## src/shared/npc_defs.vh

```
// Register offsets, field positions and reset values for the NAND pin and chip-select setup block.
`ifndef NPC_DEFS_VH
`define NPC_DEFS_VH

// Register byte offsets, one aligned word each.
`define NPC_OFF_A_DIR 8'h00
`define NPC_OFF_A_GIO 8'h04
`define NPC_OFF_A_ALT 8'h08
`define NPC_OFF_A_OCL 8'h0C
`define NPC_OFF_A_OCH 8'h10
`define NPC_OFF_A_DAT 8'h14
`define NPC_OFF_B_DIR 8'h18
`define NPC_OFF_B_GIO 8'h1C
`define NPC_OFF_B_OCL 8'h20
`define NPC_OFF_B_OCH 8'h24
`define NPC_OFF_B_DAT 8'h28
`define NPC_OFF_B_PIN 8'h2C
`define NPC_OFF_FMUX 8'h30
`define NPC_OFF_CS5H 8'h34
`define NPC_OFF_CS5L 8'h38
`define NPC_OFF_STAT 8'h3C

// Reset values.
`define NPC_RST_ZERO 32'h00000000
`define NPC_RST_FMUX 32'h00000003

// Function mux control bits.
`define NPC_FMUX_CS2 0
`define NPC_FMUX_CS3 1

// Chip-select five fields (high word bits 45:40 sit at 13:8).
`define NPC_CS5H_WSC_HI 13
`define NPC_CS5H_WSC_LO 8
`define NPC_CS5L_OEA_HI 31
`define NPC_CS5L_OEA_LO 28
`define NPC_CS5L_OEN_HI 27
`define NPC_CS5L_OEN_LO 24
`define NPC_CS5L_EBC 11
`define NPC_CS5L_WIDTH16 8
`define NPC_CS5L_SELECT_ENABLE_BIT 0

// Pins used for the flash card.
`define NPC_PIN_CLE 1
`define NPC_PIN_ALE 2
`define NPC_PIN_CS4 22
`define NPC_PIN_CS5 23
`define NPC_PIN_RB 16

// Output-source code that selects the data register.
`define NPC_SRC_DATA 2'h3

// Write strobe lanes, one-hot: lane three for 8-bit, lane two for 16-bit.
`define NPC_LANE_8BIT 4'h8
`define NPC_LANE_16BIT 4'h4

// First pin whose output-source field sits in the high config register.
`define NPC_OCR_SPLIT 16

`endif

```

## src/rtl/npc_pins.v

```verilog
// Pin function selection, general-purpose ports and chip-select five timing setup.
//
// Behaviour
// - A set direction bit makes the port pin an output.
// - In-use bit set gives general-purpose I/O; clear gives primary function.
// - Pins below 16 take data output when low config field is b11.
// - Pins 16 and above take data output when high config field is b11.
// - A clear direction bit makes the pin an input; ready/busy read so.
// - Chip selects 5 and 4 reach port A 23:22 with dir set, in-use and alt clear.
// - Function mux bit 1 clear routes chip-select 3, else second SDRAM select.
// - Function mux bit 0 clear routes chip-select 2, else first SDRAM select.
// - Chip select is enabled by its bit and set 8-bit or 16-bit wide.
// - Chip-select 5 wait-state count held in high word bits 45:40.
// - Read strobe assert delay at 31:28, negate delay at 27:24.
// - Byte strobe control bit 11 governs byte strobe behaviour.
// - Byte strobe 3 is write strobe for 8-bit, byte strobe 2 for 16-bit.
// - Command latch on port A 1, address latch on A 2, busy on B 16.
// - Card chip enable is chip-select 5 ANDed with ready/busy; the code also holds it high while the chip-select five enable bit is clear.
//
// Implementation choices: the strobed register port and the address map.
`timescale 1ns/1ns
`default_nettype none
`include "npc_defs.vh"

module npc_pins (
  // Clock and reset.
  input wire CLOCK,
  input wire RST,
  // Register port.
  input wire [7:0] ADDR,
  input wire [31:0] WDATA,
  input wire WR,
  input wire RD,
  output reg [31:0] RDATA,
  // Port A pins.
  input wire [31:0] PA_IN,
  output reg [31:0] PA_OUT,
  output reg [31:0] PA_OE,
  // Port B pins.
  input wire [31:0] PB_IN,
  output reg [31:0] PB_OUT,
  output reg [31:0] PB_OE,
  // Memory controller chip selects and SDRAM selects, active low.
  input wire [5:0] CS_N_IN,
  input wire SDRAM_SEL0_N,
  input wire SDRAM_SEL1_N,
  output reg CS2_PIN_N,
  output reg CS3_PIN_N,
  // Chip-select five setup seen by the memory controller.
  output reg CS5_ENABLE,
  output reg CS5_WIDE,
  output reg [5:0] CS5_WAIT_STATES,
  output reg [3:0] CS5_RD_ASSERT,
  output reg [3:0] CS5_RD_NEGATE,
  output reg CS5_BYTE_CTRL,
  output reg [3:0] CS5_WR_STROBE_SEL,
  // Flash card chip enable, active low.
  output reg CARD_CE_N
);

  // Port A configuration and data registers.
  reg [31:0] a_dir_reg;
  reg [31:0] a_gio_reg;
  reg [31:0] a_alt_reg;
  reg [31:0] a_ocl_reg;
  reg [31:0] a_och_reg;
  reg [31:0] a_dat_reg;
  // Port B registers; port B has no alternate-function select here.
  reg [31:0] b_dir_reg;
  reg [31:0] b_gio_reg;
  reg [31:0] b_ocl_reg;
  reg [31:0] b_och_reg;
  reg [31:0] b_dat_reg;
  // Function mux and chip-select five control words.
  reg [31:0] fmux_reg;
  reg [31:0] cs5h_reg;
  reg [31:0] cs5l_reg;
  // Next values of the registered outputs.
  reg [31:0] pa_next;
  reg [31:0] pb_next;
  reg [31:0] pa_oe_next;
  reg [31:0] pb_oe_next;
  reg [31:0] rdata_next;
  reg cs2_next;
  reg cs3_next;
  reg card_ce_next;
  // Card enable terms, both active high.
  wire cs5_asserted;
  wire card_busy;
  // Loop index of the pin drive process.
  integer i;

  // Output-source field test for pin n, shared by both ports.
  function src_is_data;
    input [31:0] ocl;
    input [31:0] och;
    input integer n;
    reg [1:0] f;
    begin
      // low config for pins below 16
      if (n < `NPC_OCR_SPLIT) begin
        f = {ocl[2*n+1], ocl[2*n]};
      end else begin
        f = {och[2*n-31], och[2*n-32]};
      end
      src_is_data = (f == `NPC_SRC_DATA);
    end
  endfunction

  // General-purpose output test for pin n of either port: in use, set as an
  // output and fed by the data register.
  function gpio_drives;
    input [31:0] gio;
    input [31:0] dir;
    input [31:0] ocl;
    input [31:0] och;
    input integer n;
    begin
      gpio_drives = gio[n] & dir[n] & src_is_data(ocl, och, n);
    end
  endfunction

  // Write strobe lane for the port width. The lane is one-hot so that the
  // controller can use it directly as a byte strobe mask.
  function [3:0] strobe_lane;
    input wide;
    begin
      if (wide) begin
        strobe_lane = `NPC_LANE_16BIT;
      end else begin
        strobe_lane = `NPC_LANE_8BIT;
      end
    end
  endfunction

  // Register writes; latch-enable data bits reset low so both latches idle.
  always @(posedge CLOCK) begin
    if (RST) begin
      a_dir_reg <= `NPC_RST_ZERO;
      a_gio_reg <= `NPC_RST_ZERO;
      a_alt_reg <= `NPC_RST_ZERO;
      a_ocl_reg <= `NPC_RST_ZERO;
      a_och_reg <= `NPC_RST_ZERO;
      a_dat_reg <= `NPC_RST_ZERO;
      b_dir_reg <= `NPC_RST_ZERO;
      b_gio_reg <= `NPC_RST_ZERO;
      b_ocl_reg <= `NPC_RST_ZERO;
      b_och_reg <= `NPC_RST_ZERO;
      b_dat_reg <= `NPC_RST_ZERO;
      fmux_reg <= `NPC_RST_FMUX;
      cs5h_reg <= `NPC_RST_ZERO;
      cs5l_reg <= `NPC_RST_ZERO;
    // Writes to unmapped offsets fall through and change nothing.
    end else if (WR) begin
      case (ADDR)
        `NPC_OFF_A_DIR: a_dir_reg <= WDATA;
        `NPC_OFF_A_GIO: a_gio_reg <= WDATA;
        `NPC_OFF_A_ALT: a_alt_reg <= WDATA;
        `NPC_OFF_A_OCL: a_ocl_reg <= WDATA;
        `NPC_OFF_A_OCH: a_och_reg <= WDATA;
        `NPC_OFF_A_DAT: a_dat_reg <= WDATA;
        `NPC_OFF_B_DIR: b_dir_reg <= WDATA;
        `NPC_OFF_B_GIO: b_gio_reg <= WDATA;
        `NPC_OFF_B_OCL: b_ocl_reg <= WDATA;
        `NPC_OFF_B_OCH: b_och_reg <= WDATA;
        `NPC_OFF_B_DAT: b_dat_reg <= WDATA;
        `NPC_OFF_FMUX: fmux_reg <= WDATA;
        `NPC_OFF_CS5H: cs5h_reg <= WDATA;
        `NPC_OFF_CS5L: cs5l_reg <= WDATA;
        default: ;
      endcase
    end
  end

  // Pin drive per bit. A general-purpose output whose source is not the
  // data register is left undriven, since no other source exists here.
  always @* begin
    pa_next = 32'h00000000;
    pa_oe_next = 32'h00000000;
    pb_next = 32'h00000000;
    pb_oe_next = 32'h00000000;
    for (i = 0; i < 32; i = i + 1) begin
      if (a_gio_reg[i]) begin
        pa_oe_next[i] = gpio_drives(a_gio_reg, a_dir_reg, a_ocl_reg, a_och_reg, i);
        pa_next[i] = a_dat_reg[i];
      end else if (a_dir_reg[i] & ~a_alt_reg[i]) begin
        // Primary-function pins with no source of their own idle high.
        pa_oe_next[i] = 1'b1;
        pa_next[i] = 1'b1;
      end
      // Port B pins outside general-purpose use have no primary function here.
      if (b_gio_reg[i]) begin
        pb_oe_next[i] = gpio_drives(b_gio_reg, b_dir_reg, b_ocl_reg, b_och_reg, i);
        pb_next[i] = b_dat_reg[i];
      end
    end
    // The chip selects reach the pins only while their direction bits are set.
    // primary chip selects on A 23:22
    if (~a_gio_reg[`NPC_PIN_CS5] & ~a_alt_reg[`NPC_PIN_CS5]) begin
      pa_next[`NPC_PIN_CS5] = CS_N_IN[5];
    end
    if (~a_gio_reg[`NPC_PIN_CS4] & ~a_alt_reg[`NPC_PIN_CS4]) begin
      pa_next[`NPC_PIN_CS4] = CS_N_IN[4];
    end
  end

  // Read mux; unmapped offsets return zero.
  // Reads have no side effects, so software may poll the status freely.
  always @* begin
    case (ADDR)
      `NPC_OFF_A_DIR: rdata_next = a_dir_reg;
      `NPC_OFF_A_GIO: rdata_next = a_gio_reg;
      `NPC_OFF_A_ALT: rdata_next = a_alt_reg;
      `NPC_OFF_A_OCL: rdata_next = a_ocl_reg;
      `NPC_OFF_A_OCH: rdata_next = a_och_reg;
      `NPC_OFF_A_DAT: rdata_next = a_dat_reg;
      `NPC_OFF_B_DIR: rdata_next = b_dir_reg;
      `NPC_OFF_B_GIO: rdata_next = b_gio_reg;
      `NPC_OFF_B_OCL: rdata_next = b_ocl_reg;
      `NPC_OFF_B_OCH: rdata_next = b_och_reg;
      `NPC_OFF_B_DAT: rdata_next = b_dat_reg;
      `NPC_OFF_B_PIN: rdata_next = PB_IN;
      `NPC_OFF_FMUX: rdata_next = fmux_reg;
      `NPC_OFF_CS5H: rdata_next = cs5h_reg;
      `NPC_OFF_CS5L: rdata_next = cs5l_reg;
      // Status packs ready/busy above the chip-select five pin level.
      `NPC_OFF_STAT: rdata_next = {30'h00000000, PB_IN[`NPC_PIN_RB], PA_IN[`NPC_PIN_CS5]};
      default: rdata_next = 32'h00000000;
    endcase
  end

  // Shared pin routing. Reset leaves both mux bits set, so the SDRAM selects
  // own the pins until software hands them over to the chip selects.
  always @* begin
    if (fmux_reg[`NPC_FMUX_CS3]) begin
      cs3_next = SDRAM_SEL1_N;
    end else begin
      cs3_next = CS_N_IN[3];
    end
    if (fmux_reg[`NPC_FMUX_CS2]) begin
      cs2_next = SDRAM_SEL0_N;
    end else begin
      cs2_next = CS_N_IN[2];
    end
  end

  // Card enable terms: the chip select and ready/busy are both active low.
  assign cs5_asserted = ~CS_N_IN[5];
  assign card_busy = ~PB_IN[`NPC_PIN_RB];

  // The card must stay selected through its busy time after a page load,
  // which the controller cannot do since it releases the select per access.
  // select or busy enables
  always @* begin
    card_ce_next = ~(cs5l_reg[`NPC_CS5L_SELECT_ENABLE_BIT] & (cs5_asserted | card_busy));
  end

  // Read data stand for the one cycle after a read strobe and are zero
  // otherwise, so a stale word is never taken for an answer.
  always @(posedge CLOCK) begin
    if (RST) begin
      RDATA <= `NPC_RST_ZERO;
    end else if (RD) begin
      RDATA <= rdata_next;
    end else begin
      RDATA <= `NPC_RST_ZERO;
    end
  end

  // Registered port pins; a register write reaches the pins one edge later.
  always @(posedge CLOCK) begin
    if (RST) begin
      PA_OUT <= `NPC_RST_ZERO;
      PA_OE <= `NPC_RST_ZERO;
      PB_OUT <= `NPC_RST_ZERO;
      PB_OE <= `NPC_RST_ZERO;
    end else begin
      // latch enables from A 1 and A 2
      PA_OUT <= pa_next;
      PA_OE <= pa_oe_next;
      PB_OUT <= pb_next;
      PB_OE <= pb_oe_next;
    end
  end

  // Registered shared pins; both idle high so no memory is selected in reset.
  always @(posedge CLOCK) begin
    if (RST) begin
      CS2_PIN_N <= 1'b1;
      CS3_PIN_N <= 1'b1;
    end else begin
      CS2_PIN_N <= cs2_next;
      CS3_PIN_N <= cs3_next;
    end
  end

  // Chip-select five setup as seen by the memory controller. The fields are
  // copied unchanged, except the write strobe lane, which is decoded from the width bit; the controller turns them into strobe timing.
  always @(posedge CLOCK) begin
    if (RST) begin
      CS5_ENABLE <= 1'b0;
      CS5_WIDE <= 1'b0;
      CS5_WAIT_STATES <= 6'h00;
      CS5_RD_ASSERT <= 4'h0;
      CS5_RD_NEGATE <= 4'h0;
      CS5_BYTE_CTRL <= 1'b0;
      CS5_WR_STROBE_SEL <= 4'h0;
    end else begin
      CS5_ENABLE <= cs5l_reg[`NPC_CS5L_SELECT_ENABLE_BIT];
      CS5_WIDE <= cs5l_reg[`NPC_CS5L_WIDTH16];
      CS5_WAIT_STATES <= cs5h_reg[`NPC_CS5H_WSC_HI:`NPC_CS5H_WSC_LO];
      CS5_RD_ASSERT <= cs5l_reg[`NPC_CS5L_OEA_HI:`NPC_CS5L_OEA_LO];
      CS5_RD_NEGATE <= cs5l_reg[`NPC_CS5L_OEN_HI:`NPC_CS5L_OEN_LO];
      CS5_BYTE_CTRL <= cs5l_reg[`NPC_CS5L_EBC];
      CS5_WR_STROBE_SEL <= strobe_lane(cs5l_reg[`NPC_CS5L_WIDTH16]);
    end
  end

  // Registered card enable; the card is deselected during reset.
  always @(posedge CLOCK) begin
    if (RST) begin
      CARD_CE_N <= 1'b1;
    end else begin
      CARD_CE_N <= card_ce_next;
    end
  end

endmodule
`default_nettype wire

```

## config.mk

```make
export PLATFORM = sky130hd
export DESIGN_NAME = npc_pins
export DESIGN_NICKNAME = d
export VERILOG_FILES = /design/src/rtl/npc_pins.v
export VERILOG_INCLUDE_DIRS = /design/src /design/src/shared
export SDC_FILE = /design/constraint.sdc
export NUM_CORES = 1
export LEC_CHECK = 0
export ABC_AREA = 0
export BUFFER_PORTS_ARGS = -buffer_cell sky130_fd_sc_hd__buf_2
export CAP_MARGIN = 40
export CORE_MARGIN = 3
export CORE_UTILIZATION = 25
export CTS_CLUSTER_SIZE = 12
export DETAILED_ROUTE_END_ITERATION = 8
export PLACE_DENSITY_LB_ADDON = 0.08
export SLEW_MARGIN = 15
export SYNTH_ARGS = -nofsm -noshare
export SYNTH_HDL_FRONTEND = slang
export SYNTH_SLANG_ARGS = --single-unit
```

## constraint.sdc

```tcl
create_clock -name CLOCK -period 2.4 [get_ports CLOCK]
set_clock_uncertainty 0.05 [all_clocks]
set_input_delay 0.36 -clock CLOCK [delete_from_list [all_inputs] [get_ports CLOCK]]
set_output_delay 0.36 -clock CLOCK [all_outputs]
set_load 0.01 [all_outputs]
```

=== Word-level counts from Yosys, hierarchy flattened ===
Cells that the tools add are included.

* Bits in latches: 0
* Memory bits (writable): 0
* Register bits: 632
* Output and inout port bits: 184
* Logic and storage cells: 618
* Memories: 0
* ROM bits: 0
* Bits of input ports: 116

* Equal/unequal tests: 79
* Shift-type cells: 0
* Reductions and logical operators: 48
* Multipliers: 0
* Divide/modulo/power cells: 0
* Add/subtract/negate cells: 0
* Bitwise logic cells: 234
* $lt $le $gt $ge: 0
* Mux-type cells: 166

{| class="wikitable"
|+ Operators by type and width
! cell !! number
|-
| case mux 32 bit (16 select lines) || 1
|-
| bitwise AND 1 bit || 163
|-
| equality test 2 bit, second input constant || 64
|-
| 2-to-1 mux 2 bit || 64
|-
| 2-to-1 mux 1 bit || 100
|-
| inverter 1 bit || 70
|-
| OR reduction 2 bit || 33
|-
| equality test 8 x 6 -> 1 bit, second input constant || 8
|-
| equality test 8 x 5 -> 1 bit, second input constant || 4
|-
| AND reduction 2 bit || 14
|-
| equality test 8 x 4 -> 1 bit, second input constant || 2
|-
| equality test 8 x 3 -> 1 bit, second input constant || 1
|-
| zero test 8 bit || 1
|-
| 2-to-1 mux 4 bit || 1
|-
| OR 1 bit || 1
|}

=== Logic depth before layout (Yosys ltp) ===
* Word-level depth: 5
* Mapped depth: 8
* Depth with buffers taken out: 5

=== Least setup slack after synthesis ===
No wires, ideal clock.

* Path kind: in2reg
* Start: in ADDR[3]
* End: reg RDATA[20]
* Arrival: 1.778 ns
* Slack: 0.440 ns
* Buffers on the path: 4
* Cell stages on the path: 8
* Cells stage by stage: clkbuf_2 buf_2 buf_2 buf_2 mux2i_1 o32ai_1 a221oi_1 a31oi_1

* Word-level cells in the longest chain between the ends: 2
* Elaborated cells between the ends (all ways): 17
* Classes of those cells: 15 x eq/ne; 1 x mux; 1 x reduce/logical

{| class="wikitable"
|+ RTL lines
! element !! RTL line !! text
|-
| start: declaration || npc_pins.v:30 || <nowiki>input wire [7:0] ADDR,</nowiki>
|-
| equality test 8 x 6 -> 1 bit (tied with other cells) || npc_pins.v:210 || <nowiki>case (ADDR)</nowiki>
|-
| case mux 32 bit (16 select lines) (*) || npc_pins.v:210 ||
|-
| end signal: assignment || npc_pins.v:262 || <nowiki>RDATA <= `NPC_RST_ZERO;</nowiki>
|-
| end signal: assignment || npc_pins.v:264 || <nowiki>RDATA <= rdata_next;</nowiki>
|-
| end signal: assignment || npc_pins.v:266 || <nowiki>RDATA <= `NPC_RST_ZERO;</nowiki>
|-
| end: declaration || npc_pins.v:34 || <nowiki>output reg [31:0] RDATA,</nowiki>
|}

Mark *: on every way between the ends. The rest lies on a longest branch, timed or not.
A chain may end at the register's enable or synchronous reset.

=== Worst setup path after layout ===
* Start: in ADDR[2]
* End: reg RDATA[23]

The elaborated chain is that of the path after synthesis.

==> results.yml <==
yosys:
  synth-main-ff-cell: "dfxtp_1"
  yosys_warnings: 0
  avgSynthCellArea_sq_um: 8.29
  synth_cell_types: 60
  synth-xor-area-share_pct: 0
  synth_cells: 3048
  yosys.area_share.adder_pct: 0
  synthMuxAreaShare_pct: 5.07
  synth_top_family_by_area: "simple AND/OR/NAND/NOR gates"
  yosysSeqAreaShare_pct: 49.9
  syn_area_sq_um: 25300
  synth_edf_count: 0
  synth_seq_cells: 629
  synth-simple-area-share_pct: 22.1
  postSynth.asyncResetShare_pct: 0
  synth-compound-area-share_pct: 18.0
finish:
  syn_to_final_growth_pct: 24.6
  final_cell_area_sq_um: 31500
  layout_common_cells: "953 x nand2_1, 629 x dfxtp_1, 463 x a21oi_1"
  drive_gt1_share_pct: 18.7
  layout_commonest_cell: "nand2_1"
  final_nets: 3435
clock_network:
  numCtsBuffers: 77
  cts_tree: "yes"
  cts-root-buf: "clkbuf_16"
  post_cts_buffers: 0
  clk_path_buf_depth: 3
  cts_sinks: 629
  path_clk_slew_ns: 0.06
  htreeDepth: 3
  clk_latency_ns: 0.66
global_route:
  grt_max_degree: 84
  grt_pass1_wl_mm: 182
  antenna_found_initial: 18
  grt_pass1_vias: 22900
  grt_overflow: 0
  grt_use_total_pct: 24.5
die:
  coreArea_sq_um: 99300
  fp.dieH_um: 324
  die_w_um: 324
  num_rows: 115
  start_util_pct: 25.4
  pin_count: 300
  die_area_sq_um: 105000
min_path:
  whs_endpoint: "PA_OUT[22]"
  hold_start: "CS_N_IN[4]"
  min_path_type: "in -> reg"
  whs_path_depth: 3
timing:
  timing.final.max_slew_violations: 0
  fmax_ghz: 0.495
  layout_setup_ws_ns: 0.379
  max_slew.worst_pin.slew_ns: 0.786
  period_needed_ns: 2.02
  finalHoldViolCount: 0
  setup_viol: 0
  finalCritPeriodShare_pct: 84.2
  slew_headroom_pct: 47.6
  rsz0062_at_grt: "false"
critical_path:
  worstSetupEndpointType: "register"
  ff2ff_setup_slack_ns: 0.48
  r2r_end: "RDATA[1]"
  worstPathRequired_ns: 2.81
  cp-start-kind: "input pin"
  critical_path_class: "in -> reg"
  cp.arrival_ns: 2.43
  path_max_fanout: 9
  rr_startpoint: "b_och_reg[1]"
  reg2reg_depth: 5
power_and_ir_drop:
  ir_worst_vdd_uv: 390
  power_density_nw_per_um2: 730
  power_w: 0.0230
  p_leak_nw: 11.3
placed_design:
  dp_hpwl_mm: 96.2
  post_dp_cell_area_sq_um: 29000
  portBuffers: 264
  preCtsSetupSlack_ns: -0.200
  routabilityCongestion: 0.924
route:
  vias: 24300
  routed_wl_mm: 132
  vias_per_cell: 5.20
  drc: 0
  firstDrtPassIters: 7
  drtAntennaViolNets: 0
  routedWlPerCell_um: 28.2
  drt_iter0_drc: 2539
outcome:
  run_status: "finished, final reports clean"
run:
  drv_cap: 0
## cells in the mapped netlist (3+ instances only)
| cell type | instances | area (sq um) |
|---|---|---|
| a211oi_1 | 8 | 60.1 |
| a21oi_1 | 463 | 2320 |
| a221oi_1 | 24 | 210 |
| a222oi_1 | 5 | 50.1 |
| a22o_1 | 23 | 201 |
| a22oi_1 | 83 | 623 |
| a31oi_1 | 60 | 375 |
| a32o_1 | 3 | 30.0 |
| a32oi_1 | 16 | 140 |
| and2_1 | 7 | 43.8 |
| and3_1 | 18 | 113 |
| and3b_1 | 32 | 280 |
| buf_2 | 97 | 485 |
| buf_4 | 19 | 143 |
| buf_6 | 6 | 67.6 |
| clkbuf_1 | 149 | 559 |
| dfxtp_1 | 629 | 12600 |
| mux2_2 | 24 | 270 |
| mux2i_1 | 74 | 741 |
| mux4_2 | 12 | 270 |
| nand2_1 | 953 | 3580 |
| nand2b_1 | 3 | 18.8 |
| nand3_1 | 47 | 235 |
| nand3b_1 | 3 | 22.5 |
| nor2_1 | 99 | 372 |
| nor2b_1 | 26 | 163 |
| nor3b_1 | 67 | 503 |
| nor4b_4 | 3 | 71.3 |
| o21ai_0 | 20 | 100 |
| o22ai_1 | 16 | 100 |
| o2bb2ai_1 | 9 | 78.8 |
| o32ai_1 | 11 | 96.3 |
## critical path: stages
cell     delay [ns]
buf_2          0.26
or4b_1         0.61
buf_4          0.21
nor3_2         0.22
buf_4          0.20
a21oi_1        0.09
a31oi_1        0.46
## area by class of cell
type	count	area (sq um)
fillers	10500	67800
flip-flops and latches	629	12600
diodes	3	7.51
clock buffers	111	2300
well taps	1287	1610
clock inverters	24	145
multi-input cells	2146	11400
repair buffers	465	3380
## through the flow
stage | setup TNS (ns) | instances | hold slack [ns] | util (%)
6_report | 0 | 4665 | 0.0690 | 31.7
5_1_grt | 0 | 4663 | 0.0829 | 31.7
4_1_cts | 0 | 4662 | 0.0396 | 31.7
3_5_place_dp | -0.532 | 4522 | 0.396 | 29.2
3_3_place_gp | -0.523 | 4522 | 0.388 | 29.2
2_1_floorplan | 0 | 3049 | 0.372 | -
## metal layers
layer | track usage (%) | wire length (um) | vias up
met5 | 0 | 34 | -
li1 | - | - | 11000
met1 | 35.6 | 61400 | 12100
met2 | 37.9 | 58500 | 1025
met3 | 3.42 | 8810 | 147
met4 | 6.36 | 2890 | 4
## kinds of logic after synthesis
group,count (synthesis)
AOI/OAI and AO/OA,758
and+or+nand+nor,1276
buffers and inverters,274
other,1
DFF,629
muxes,110
## how the worst max path moves through the flow
stage            start        end  slack (ns)  depth (start not counted)
2_1_floorplan  ADDR[3]  RDATA[20]        0.44                          8
3_3_place_gp   ADDR[2]  RDATA[23]       -0.19                          7
3_5_place_dp   ADDR[2]  RDATA[23]       -0.20                          7
4_1_cts        ADDR[2]  RDATA[23]        0.47                          7
5_1_grt        ADDR[2]  RDATA[23]        0.35                          9
6_report       ADDR[2]  RDATA[23]        0.38                          7
## timing repair
item | CTS | global route
hold endpoints to repair | 20 | 0
gates resized for setup | 0 | 0
hold buffers | 5 | 0
## report_power, final
group / switching [W] / internal (W)
sequential: 0.0000130 / 0.0105
clock: 0.00482 / 0.00664
combinational: 0.000767 / 0.000277
Note: power is estimated with default switching activity, not from simulation.
